<file path="src/pkg/odc_consts.svh">
// Purpose: named constants for the display command decoder
// Assumes: byte-wide command stream
// Notes:   command codes, reset values and field limits
`ifndef ODC_CONSTS_SVH
`define ODC_CONSTS_SVH
`define ODC_CMD_GRAY_EN     8'h00
`define ODC_CMD_COL_ADDR    8'h15
`define ODC_CMD_RAM_WRITE   8'h5C
`define ODC_CMD_RAM_READ    8'h5D
`define ODC_CMD_ROW_ADDR    8'h75
`define ODC_CMD_REMAP       8'hA0
`define ODC_CMD_START_LINE  8'hA1
`define ODC_CMD_OFFSET      8'hA2
`define ODC_CMD_ALL_OFF     8'hA4
`define ODC_CMD_ALL_ON      8'hA5
`define ODC_CMD_NORMAL      8'hA6
`define ODC_CMD_INVERSE     8'hA7
`define ODC_CMD_PART_ON     8'hA8
`define ODC_CMD_PART_OFF    8'hA9
`define ODC_CMD_VDD_SEL     8'hAB
`define ODC_COL_END_RST     7'h77
`define ODC_ROW_END_RST     7'h7F
`define ODC_COL_MAX         7'h77
`define ODC_ZERO7           7'h00
`define ODC_ZERO8           8'h00
`define ODC_REMAP_B_MASK    8'h10
`define ODC_GRAY_MAX        4'hF
`define ODC_GRAY_MIN        4'h0
`endif

</file>
<file path="src/pkg/odc_pkg.sv">
// Purpose: types for the display command decoder
// Assumes: nothing
// Notes:   modes and parameter-collection states
package odc_pkg;
  typedef enum logic [1:0] {
    ODC_MODE_ALL_OFF,
    ODC_MODE_ALL_ON,
    ODC_MODE_NORMAL,
    ODC_MODE_INVERSE
  } odc_mode_t;
  typedef enum logic [1:0] {
    ODC_RAM_IDLE,
    ODC_RAM_WRITE,
    ODC_RAM_READ
  } odc_ram_t;
  typedef enum logic [3:0] {
    ODC_ST_CMD,
    ODC_ST_COL_A,
    ODC_ST_COL_B,
    ODC_ST_ROW_A,
    ODC_ST_ROW_B,
    ODC_ST_REMAP_A,
    ODC_ST_REMAP_B,
    ODC_ST_START,
    ODC_ST_OFFSET,
    ODC_ST_PART_A,
    ODC_ST_PART_B,
    ODC_ST_VDD
  } odc_state_t;
endpackage

</file>
<file path="src/pkg/odc_byte_if.sv">
// Purpose: carries one framed byte from the front end to the decoder
// Assumes: single clock
// Notes:   valid qualifies one byte in each cycle it is high; back-to-back bytes keep it high
`timescale 1ns/1ps
`default_nettype none
interface odc_byte_if;
  logic       valid;
  logic       is_data;
  logic [7:0] value;
  modport src (output valid, output is_data, output value);
  modport dst (input valid, input is_data, input value);
endinterface
`default_nettype wire

</file>
<file path="src/logic/odc_gray_map.sv">
// Purpose: maps a stored gray level to the shown level by display mode
// Assumes: 4-bit gray levels
// Notes:   combinational; result registered by the caller
`timescale 1ns/1ps
`default_nettype none
module odc_gray_map (
  input  wire odc_pkg::odc_mode_t mode_in,
  input  wire logic [3:0]         level_in,
  output logic [3:0]              level_out
);
  import odc_pkg::*;
`include "odc_consts.svh"
  always_comb begin
    case (mode_in)
      ODC_MODE_ALL_OFF: level_out = `ODC_GRAY_MIN;
      ODC_MODE_ALL_ON:  level_out = `ODC_GRAY_MAX;
      ODC_MODE_INVERSE: level_out = `ODC_GRAY_MAX - level_in;
      default:          level_out = level_in;
    endcase
  end
endmodule // odc_gray_map
`default_nettype wire

</file>
<file path="src/logic/odc_decoder.sv">
// Purpose: command decoder holding the display driver settings
// Assumes: one byte strobe per transfer, synchronous to clk_in
// Notes:   settings commit on the last parameter of a command
// Summary of operation
// - command 00h enables custom gray table
// - 15h sets column window, reset 0/119
// - after 5Ch data bytes are RAM writes
// - after 5Dh host reads RAM data
// - 75h sets row window, reset 0/127
// - A1h loads start line, reset zero
// - A2h loads vertical offset, reset zero
// - A4h forces all pixels level 0
// - A5h forces all pixels level 15
// - A6h normal display, default after reset
// - A7h inverse display, fifteen minus level
// - A8h enables partial mode with rows
// - A9h exits partial display mode
// - ABh selects internal or external regulator
// - data select high data, low command
// - transfers only while chip select low
// - reset low restores all defaults
`timescale 1ns/1ps
`default_nettype none
module odc_decoder (
  input  wire logic        clk_in,
  input  wire logic        reset_n_in,
  input  wire logic        strobe_in,
  input  wire logic        chip_select_n_in,
  input  wire logic        data_not_command_select_in,
  input  wire logic [7:0]  bus_data_in,
  input  wire logic [3:0]  pixel_level_in,
  output logic             gray_table_en_out,
  output logic [6:0]       col_start_out,
  output logic [6:0]       col_end_out,
  output logic [6:0]       row_start_out,
  output logic [6:0]       row_end_out,
  output logic [7:0]       remap_a_out,
  output logic [7:0]       remap_b_out,
  output logic [6:0]       start_line_out,
  output logic [6:0]       offset_out,
  output odc_pkg::odc_mode_t mode_out,
  output logic             partial_en_out,
  output logic [6:0]       part_start_out,
  output logic [6:0]       part_end_out,
  output logic             vdd_internal_out,
  output logic             ram_write_out,
  output logic             ram_read_out,
  output logic [7:0]       ram_data_out,
  output logic [3:0]       shown_level_out
);
  import odc_pkg::*;
`include "odc_consts.svh"

  // ==========================================================
  // byte framing
  odc_byte_if bif ();
  assign bif.valid   = strobe_in && !chip_select_n_in;
  assign bif.is_data = data_not_command_select_in;
  assign bif.value   = bus_data_in;

  // ==========================================================
  // state
  typedef struct packed {
    odc_state_t st;
    logic [6:0] hold;
    logic [7:0] hold8;
    logic       gray_en;
    logic [6:0] col_s;
    logic [6:0] col_e;
    logic [6:0] row_s;
    logic [6:0] row_e;
    logic [7:0] rm_a;
    logic [7:0] rm_b;
    logic [6:0] sline;
    logic [6:0] offs;
    odc_mode_t  mode;
    logic       part;
    logic [6:0] p_s;
    logic [6:0] p_e;
    logic       vdd_int;
    odc_ram_t   ram;
    logic       wr;
    logic       rd;
    logic [7:0] wdata;
    logic [3:0] shown;
  } odc_state_reg_t;

  odc_state_reg_t s_reg;
  odc_state_reg_t s_next;
  logic [3:0]     mapped;

  odc_gray_map u_map (
    .mode_in   (s_reg.mode),
    .level_in  (pixel_level_in),
    .level_out (mapped)
  );

  function automatic logic [6:0] clip_col(input logic [6:0] v);
    clip_col = (v > `ODC_COL_MAX) ? `ODC_COL_MAX : v;
  endfunction

  always_comb begin
    s_next       = s_reg;
    s_next.wr    = 1'b0;
    s_next.rd    = 1'b0;
    s_next.shown = mapped;
    if (bif.valid && !bif.is_data) begin
      // a new command aborts any unfinished parameter collection
      s_next.st  = ODC_ST_CMD;
      s_next.ram = ODC_RAM_IDLE;
      case (bif.value)
        `ODC_CMD_GRAY_EN:    s_next.gray_en = 1'b1;
        `ODC_CMD_COL_ADDR:   s_next.st = ODC_ST_COL_A;
        `ODC_CMD_RAM_WRITE:  s_next.ram = ODC_RAM_WRITE;
        `ODC_CMD_RAM_READ:   s_next.ram = ODC_RAM_READ;
        `ODC_CMD_ROW_ADDR:   s_next.st = ODC_ST_ROW_A;
        `ODC_CMD_REMAP:      s_next.st = ODC_ST_REMAP_A;
        `ODC_CMD_START_LINE: s_next.st = ODC_ST_START;
        `ODC_CMD_OFFSET:     s_next.st = ODC_ST_OFFSET;
        `ODC_CMD_ALL_OFF:    s_next.mode = ODC_MODE_ALL_OFF;
        `ODC_CMD_ALL_ON:     s_next.mode = ODC_MODE_ALL_ON;
        `ODC_CMD_NORMAL:     s_next.mode = ODC_MODE_NORMAL;
        `ODC_CMD_INVERSE:    s_next.mode = ODC_MODE_INVERSE;
        `ODC_CMD_PART_ON:    s_next.st = ODC_ST_PART_A;
        `ODC_CMD_PART_OFF:   s_next.part = 1'b0;
        `ODC_CMD_VDD_SEL:    s_next.st = ODC_ST_VDD;
        default:             s_next.st = ODC_ST_CMD;
      endcase
    end else if (bif.valid && bif.is_data) begin
      // top bit of seven-bit parameters is don't-care
      case (s_reg.st)
        ODC_ST_COL_A: begin
          s_next.hold = bif.value[6:0];
          s_next.st   = ODC_ST_COL_B;
        end
        ODC_ST_COL_B: begin
          s_next.col_s = clip_col(s_reg.hold);
          s_next.col_e = clip_col(bif.value[6:0]);
          s_next.st    = ODC_ST_CMD;
        end
        ODC_ST_ROW_A: begin
          s_next.hold = bif.value[6:0];
          s_next.st   = ODC_ST_ROW_B;
        end
        ODC_ST_ROW_B: begin
          s_next.row_s = s_reg.hold;
          s_next.row_e = bif.value[6:0];
          s_next.st    = ODC_ST_CMD;
        end
        ODC_ST_REMAP_A: begin
          s_next.hold8 = bif.value;
          s_next.st    = ODC_ST_REMAP_B;
        end
        ODC_ST_REMAP_B: begin
          s_next.rm_a = s_reg.hold8;
          s_next.rm_b = bif.value & `ODC_REMAP_B_MASK;
          s_next.st   = ODC_ST_CMD;
        end
        ODC_ST_START: begin
          s_next.sline = bif.value[6:0];
          s_next.st    = ODC_ST_CMD;
        end
        ODC_ST_OFFSET: begin
          s_next.offs = bif.value[6:0];
          s_next.st   = ODC_ST_CMD;
        end
        ODC_ST_PART_A: begin
          s_next.hold = bif.value[6:0];
          s_next.st   = ODC_ST_PART_B;
        end
        ODC_ST_PART_B: begin
          // end below start is the host's fault; stored as sent
          s_next.p_s  = s_reg.hold;
          s_next.p_e  = bif.value[6:0];
          s_next.part = 1'b1;
          s_next.st   = ODC_ST_CMD;
        end
        ODC_ST_VDD: begin
          s_next.vdd_int = bif.value[0];
          s_next.st      = ODC_ST_CMD;
        end
        default: begin
          if (s_reg.ram == ODC_RAM_WRITE) begin
            s_next.wr    = 1'b1;
            s_next.wdata = bif.value;
          end else if (s_reg.ram == ODC_RAM_READ) begin
            s_next.rd = 1'b1;
          end
        end
      endcase
    end
  end

  always_ff @(posedge clk_in or negedge reset_n_in) begin
    if (!reset_n_in) begin
      s_reg         <= '0;
      s_reg.st      <= ODC_ST_CMD;
      s_reg.col_e   <= `ODC_COL_END_RST;
      s_reg.row_e   <= `ODC_ROW_END_RST;
      s_reg.mode    <= ODC_MODE_NORMAL;
      s_reg.vdd_int <= 1'b1;
      s_reg.ram     <= ODC_RAM_IDLE;
    end else begin
      s_reg <= s_next;
    end
  end

  assign gray_table_en_out = s_reg.gray_en;
  assign col_start_out     = s_reg.col_s;
  assign col_end_out       = s_reg.col_e;
  assign row_start_out     = s_reg.row_s;
  assign row_end_out       = s_reg.row_e;
  assign remap_a_out       = s_reg.rm_a;
  assign remap_b_out       = s_reg.rm_b;
  assign start_line_out    = s_reg.sline;
  assign offset_out        = s_reg.offs;
  assign mode_out          = s_reg.mode;
  assign partial_en_out    = s_reg.part;
  assign part_start_out    = s_reg.p_s;
  assign part_end_out      = s_reg.p_e;
  assign vdd_internal_out  = s_reg.vdd_int;
  assign ram_write_out     = s_reg.wr;
  assign ram_read_out      = s_reg.rd;
  assign ram_data_out      = s_reg.wdata;
  assign shown_level_out   = s_reg.shown;

  // ==========================================================
  // checks
  offset_load_a: assert property (@(posedge clk_in) disable iff (!reset_n_in)
    (bif.valid && bif.is_data && s_reg.st == ODC_ST_OFFSET)
      |=> offset_out == $past(bus_data_in[6:0]))
    else $error("offset not loaded");
  start_load_a: assert property (@(posedge clk_in) disable iff (!reset_n_in)
    (bif.valid && bif.is_data && s_reg.st == ODC_ST_START)
      |=> start_line_out == $past(bus_data_in[6:0]))
    else $error("start line not loaded");
  cs_ignore_a: assert property (@(posedge clk_in) disable iff (!reset_n_in)
    chip_select_n_in |=> $stable(s_reg.st) && $stable(mode_out) && !ram_write_out)
    else $error("activity while deselected");
  partial_exit_a: assert property (@(posedge clk_in) disable iff (!reset_n_in)
    (bif.valid && !bif.is_data && bus_data_in == `ODC_CMD_PART_OFF) |=> !partial_en_out)
    else $error("partial not exited");
  col_commit_a: assert property (@(posedge clk_in) disable iff (!reset_n_in)
    (s_reg.st == ODC_ST_COL_B) |-> $stable(col_start_out))
    else $error("column changed early");
  col_range_a: assert property (@(posedge clk_in) disable iff (!reset_n_in)
    col_start_out <= `ODC_COL_MAX && col_end_out <= `ODC_COL_MAX)
    else $error("column out of range");
  inverse_map_a: assert property (@(posedge clk_in) disable iff (!reset_n_in)
    (mode_out == ODC_MODE_INVERSE && $stable(mode_out))
      |=> shown_level_out == `ODC_GRAY_MAX - $past(pixel_level_in))
    else $error("inverse level wrong");
  write_data_a: assert property (@(posedge clk_in) disable iff (!reset_n_in)
    (bif.valid && bif.is_data && s_reg.st == ODC_ST_CMD && s_reg.ram == ODC_RAM_WRITE)
      |=> ram_write_out && ram_data_out == $past(bus_data_in))
    else $error("ram write missed");
  all_on_a: assert property (@(posedge clk_in) disable iff (!reset_n_in)
    (bif.valid && !bif.is_data && bus_data_in == `ODC_CMD_ALL_ON)
      |=> mode_out == ODC_MODE_ALL_ON ##1 shown_level_out == `ODC_GRAY_MAX)
    else $error("all on level wrong");
endmodule // odc_decoder
`default_nettype wire

</file>
<file path="config.mk">
export PLATFORM = sky130hd
export DESIGN_NAME = odc_decoder
export DESIGN_NICKNAME = d
export VERILOG_FILES = /design/src/pkg/odc_pkg.sv /design/src/pkg/odc_byte_if.sv /design/src/logic/odc_gray_map.sv /design/src/logic/odc_decoder.sv
export VERILOG_INCLUDE_DIRS = /design/src /design/src/pkg
export SDC_FILE = /design/constraint.sdc
export NUM_CORES = 1
export LEC_CHECK = 0
export BUFFER_PORTS_ARGS = -buffer_cell sky130_fd_sc_hd__buf_2
export CAP_MARGIN = 20
export CORE_MARGIN = 5
export CORE_UTILIZATION = 30
export CTS_BUF_LIST = sky130_fd_sc_hd__clkbuf_4
export CTS_CLUSTER_DIAMETER = 150
export CTS_CLUSTER_SIZE = 40
export DETAILED_ROUTE_END_ITERATION = 12
export GPL_TIMING_DRIVEN = 0
export MAX_ROUTING_LAYER = met4
export PLACE_DENSITY = 0.52
export REMOVE_ABC_BUFFERS = 1
export SKIP_LAST_GASP = 1
export SYNTH_ARGS = -nofsm -noshare
export SYNTH_HDL_FRONTEND = slang
export SYNTH_SLANG_ARGS = --single-unit
</file>
<file path="constraint.sdc">
create_clock -name clk_in -period 2.1 [get_ports clk_in]
set_input_delay 0.105 -clock clk_in [delete_from_list [all_inputs] [get_ports clk_in]]
set_output_delay 0.105 -clock clk_in [all_outputs]
set_load 0.01 [all_outputs]
</file>
==> Word-level counts from Yosys, hierarchy flattened <==
Index checks and enable logic that the tools add are counted.
{ "classes": {"addsub": 1, "magnitude_cmp": 2, "n_eq_ne": 30, "n_mux": 23, "bitwise_logic": 2, "reduce_logical": 28} }
{ "ops": {"columns": ["op", "n"], "rows": [
  ["$eq A8 B8 Y1 const B", 10],
  ["$mux W10", 3],
  ["$reduce_and A3 Y1", 10],
  ["$pmux W4 S7", 1],
  ["$eq A8 B7 Y1 const B", 3],
  ["$mux W7", 3],
  ["$pmux W4 S5", 1],
  ["$mux W19", 1],
  ["$eq A4 B3 Y1 const B", 4],
  ["$eq A4 B4 Y1 const B", 4],
  ["$mux W16", 1],
  ["$mux W8", 2],
  ["$mux W15", 1],
  ["$gt A7 B7 Y1 const B", 2],
  ["$pmux W4 S3", 1],
  ["$reduce_or A11 Y1", 1],
  ["$eq A4 B2 Y1 const B", 2],
  ["$eq A8 B5 Y1 const B", 1],
  ["$logic_not A8 Y1", 1],
  ["$pmux W2 S4", 1],
  ["$reduce_or A7 Y1", 1],
  ["$mux W1", 6],
  ["$reduce_and A2 Y1", 3],
  ["$reduce_bool A6 Y1", 1],
  ["15 further kinds", 22]
]} }
{ "totals": {"ff_bits": 105, "in_bits": 17, "out_inout_bits": 91, "word_cells": 108} }

==> Longest topological paths before layout <==
{ "depth": {"ltp_word": 6, "depth_mapped": 7, "mapped_depth_nobuf": 4} }

==> Cells and area by module <==
A second synthesis with hierarchy kept.
{ "unflattened": {"hier_cells": 403, "hier_area_um2": 5081.1} }
{ "modules_own_cells": {"columns": ["mod", "instances", "cells_per_inst", "area_each_um2", "seq_area_each_um2"], "rows": [
  ["odc_decoder", 1, 394, 5019.8, 2646.3],
  ["odc_gray_map", 1, 9, 61.3, 0.0]
]} }

==> Worst setup path after synthesis <==
Ideal clock, no wire load.
{ "synth_path": {"path_type": "register to register", "start": "register s_reg[110] (netlist name)", "end": "register s_reg, in the netlist part_end_out[5]", "setup_ns": 0.125, "arrival_ns": 1.602, "required_ns": 1.975, "setup_slack_ns": 0.373, "path_stages_with_launch": 6, "path_buffers": 2, "synth_period_minus_slack_ns": 1.727, "path_cell_list": "dfrtp_1 buf_2 nand3b_1 nor2_1 buf_2 mux2_2"} }
{ "synth_via": {"elab_chain_len": 2} }
{ "synth_rtl": {"columns": ["element", "line", "rtl"], "rows": [
  ["from (decl)", "odc_decoder.sv:88", "odc_state_reg_t s_reg;"],
  ["from (signal assigned)", "odc_decoder.sv:204", "s_reg <= s_next;"],
  ["$eq A4 B4 Y1", "odc_decoder.sv:131", "case (s_reg.st)"],
  ["$reduce_and A3 Y1 (no source line)", null, null]
]} }
Every way passes these cells.
A chain may end at the register's enable or synchronous reset.

==> Worst setup path after layout <==
{ "layout_path": {"start": "register s_reg[111] (netlist name)", "end": "register s_reg, in the netlist row_start_out[6]"} }
{ "layout_via": {"elab_chain_len": 2} }
{ "layout_rtl": {"columns": ["element", "line"], "rows": [
  ["$eq A4 B3 Y1", "odc_decoder.sv:131"],
  ["$reduce_and A3 Y1 (no source line)", null]
]} }
Every way passes these cells.

==> results.json <==
{
  "status": "finished, final reports clean",
  "ant_nets": 0,
  "ios": 108,
  "synth_area_um2": 4980,
  "grt_max_degree": 55,
  "synth-seq-cells": 105,
  "final_cells": 649,
  "wl_per_cell_um": 17.0,
  "synth.top_cell.area_share": 0.452,
  "rsz0062_at_grt": "no",
  "fin_nets": 441,
  "clkLatencyLatePin_ns": 0.48,
  "finalPower_uw": 3770,
  "vias_per_cell": 4.46,
  "design.core.area_um2": 16500,
  "yosysMostFrequentCell": "dfrtp_1",
  "design.die.area_um2": 19300,
  "syn_area_per_cell_um2": 12.4,
  "synthCells": 403,
  "initial_core_util": 0.303,
  "grt_pass1_vias": 3123,
  "worst_slack_ns": 0.129,
  "p_per_area_nw_per_um2": 707,
  "crit_start": "s_reg[111]",
  "period_share": 0.939,
  "area_growth_pct": 7.03,
  "hold_viol": 0,
  "track_usage": 0.122,
  "min_path_cells": 2,
  "fin_crit_ns": 1.97,
  "worst_path_largest_cell_delay_ns": 0.65,
  "ys_seq_area_frac": 0.531,
  "r2r-end": "row_start_out[6]",
  "finalSetupViolCount": 0,
  "fin_area_um2": 5330,
  "root_buffer": "clkbuf_4",
  "synthArstFlopShare": 1.00,
  "maxCapViolCount": 0,
  "ys_top_cells_by_area": "dfrtp_1, mux2_2, buf_4, dfstp_2, nor2_1",
  "hold_end": "col_end_out[1]",
  "detail_route.iter0.violations": 124,
  "critPathLaunchType": "flop",
  "critical_path_depth": 3,
  "yosysWarnings": 0,
  "max_freq_mhz": 507,
  "h-tree-depth": 3,
  "gp_routability_congestion": 0.754,
  "hpwlAfterDp_mm": 7.44,
  "largest_reg_flops": 21,
  "cts_buffers": 9,
  "crit_path_end_kind": "flop",
  "fin_skew_ns": 0.0189,
  "synth_ff_type": "dfrtp_1",
  "grt-ovfl-total": 0,
  "clk_pin_slew_ns": 0.15,
  "synth.cells.most_frequent": "dfrtp_1, buf_4, mux2_2, dfstp_2, nor2_1",
  "antenna_cells": 0,
  "rr_startpoint": "s_reg[111]",
  "path_delay_family": "simple AND/OR/NAND/NOR gates",
  "ir_drop_mv": 0.316,
  "ys_types": 45,
  "fillers": 1695,
  "num_vias": 2895,
  "multi_input_area_um2": 1600,
  "clock-sinks": 105,
  "die_w_um": 139,
  "dp.cells": 624,
  "row_count": 47,
  "regArea_um2": 2650,
  "grt_pass1_wl_mm": 17.8,
  "arrival_ns": 2.33,
  "post-route-drc-count": 0,
  "antenna_found_initial": 0,
  "min_path_type": "primary input to flop",
  "crit_chain": "nand3b_2 -> or3_1 -> mux2_2",
  "first_pass_iters": 4,
  "fin_hold_ws_ns": 0.0812,
  "cts_buffer_depth": 2,
  "chipHeight_um": 139,
  "ff2ff_path_depth": 3,
  "path_class": "flop to flop",
  "r2r_setup_slack_ns": 0.13,
  "cp_data_required_time_ns": 2.46,
  "routed_wl_mm": 11.0,
  "relSlewSlack": 0.493,
  "worstMarginPinSlew_ns": 0.758,
  "maxSlewViolCount": 0,
  "p_leak_uw": 0.00275,
  "critPathBufInv": 0,
  "post-place-ws_ns": 0.0994,
  "placed_area_um2": 5100,
  "cts_tree": "done",
  "drive_gt1_frac": 0.529,
  "min_from": "bus_data_in[1]",
  "synth_edf_count": 0,
  "slowest_stage": "or3_1",
  "worstPathMaxFanout": 14,
  "port_buffers": 100,
  "synth_top_area_cell": "dfrtp_1"
}
==> per-layer routing <==
metal,track usage,vias up,routed length [um]
met5,-,-,0
met4,0.0505,0,156
met3,0.0310,14,586
met2,0.183,91,5140
met1,0.159,1466,5150
li1,-,1324,-
==> worst max path at each step <==
stage | endpoint | slack, ns
4_1_cts | ram_data_out[0] | 0.07
2_1_floorplan | col_end_out[0] | -0.92
5_1_grt | row_start_out[6] | 0.02
3_5_place_dp | s_reg[95] | 0.1
3_3_place_gp | col_end_out[2] | -2.44
6_report | row_start_out[6] | 0.13
==> layout make-up <==
type / count / share of cell area
well taps: 220 / 0.0516
clock buffers: 9 / 0.0127
flip-flops and latches: 105 / 0.496
repair buffers: 113 / 0.122
inverters: 5 / 0.00352
clock inverters: 7 / 0.0134
multi-input cells: 190 / 0.301
==> repair_timing <==
item,CTS,global route
setup endpoints to repair,0,10
hold buffers,9,0
endpoints found under the hold margin,57,0
buffers inserted,0,0
gates resized for setup,0,2
==> through the flow <==
stage | setup TNS, ns | utilization
after floorplan | -11.60 | -
after global placement | -57.89 | 0.305
after detailed placement | 0 | 0.310
after CTS | 0 | 0.324
after global routing | 0 | 0.324
final | 0 | 0.324
==> where the power goes <==
part	leakage, uW	internal, uW	switching (uW)
clock	0.0000695	361	680
sequential	0.00140	2180	74.2
combinational	0.00128	208	265
total	0.00275	2750	1020
==> cell families after synthesis <==
group / synth area share
AOI/OAI and AO/OA: 0.0342
xor gates and xnor gates: 0.00879
buffers and inverters: 0.154
DFF: 0.531
muxes: 0.189
other: 0.000753
and+or+nand+nor: 0.0816
==> cell usage in the layout (no fill, tap or decap), drive strengths merged, types with 3 or more instances in the layout <==
cell type    instances
nor2b                3
or3                  4
dfrtp               90
buf                104
conb                 7
mux2                83
clkinv               4
nand3                4
o22a                 3
o21ai                7
nor2                15
xnor2                4
dlygate4sd3          9
nand3b               3
nand2               13
dfstp               15
nand2b               6
nor3                 3
nor4                 3
nand4                4
clkbuf               9
a21oi                4
inv                  5
Power figures use the tool's default switching activity.
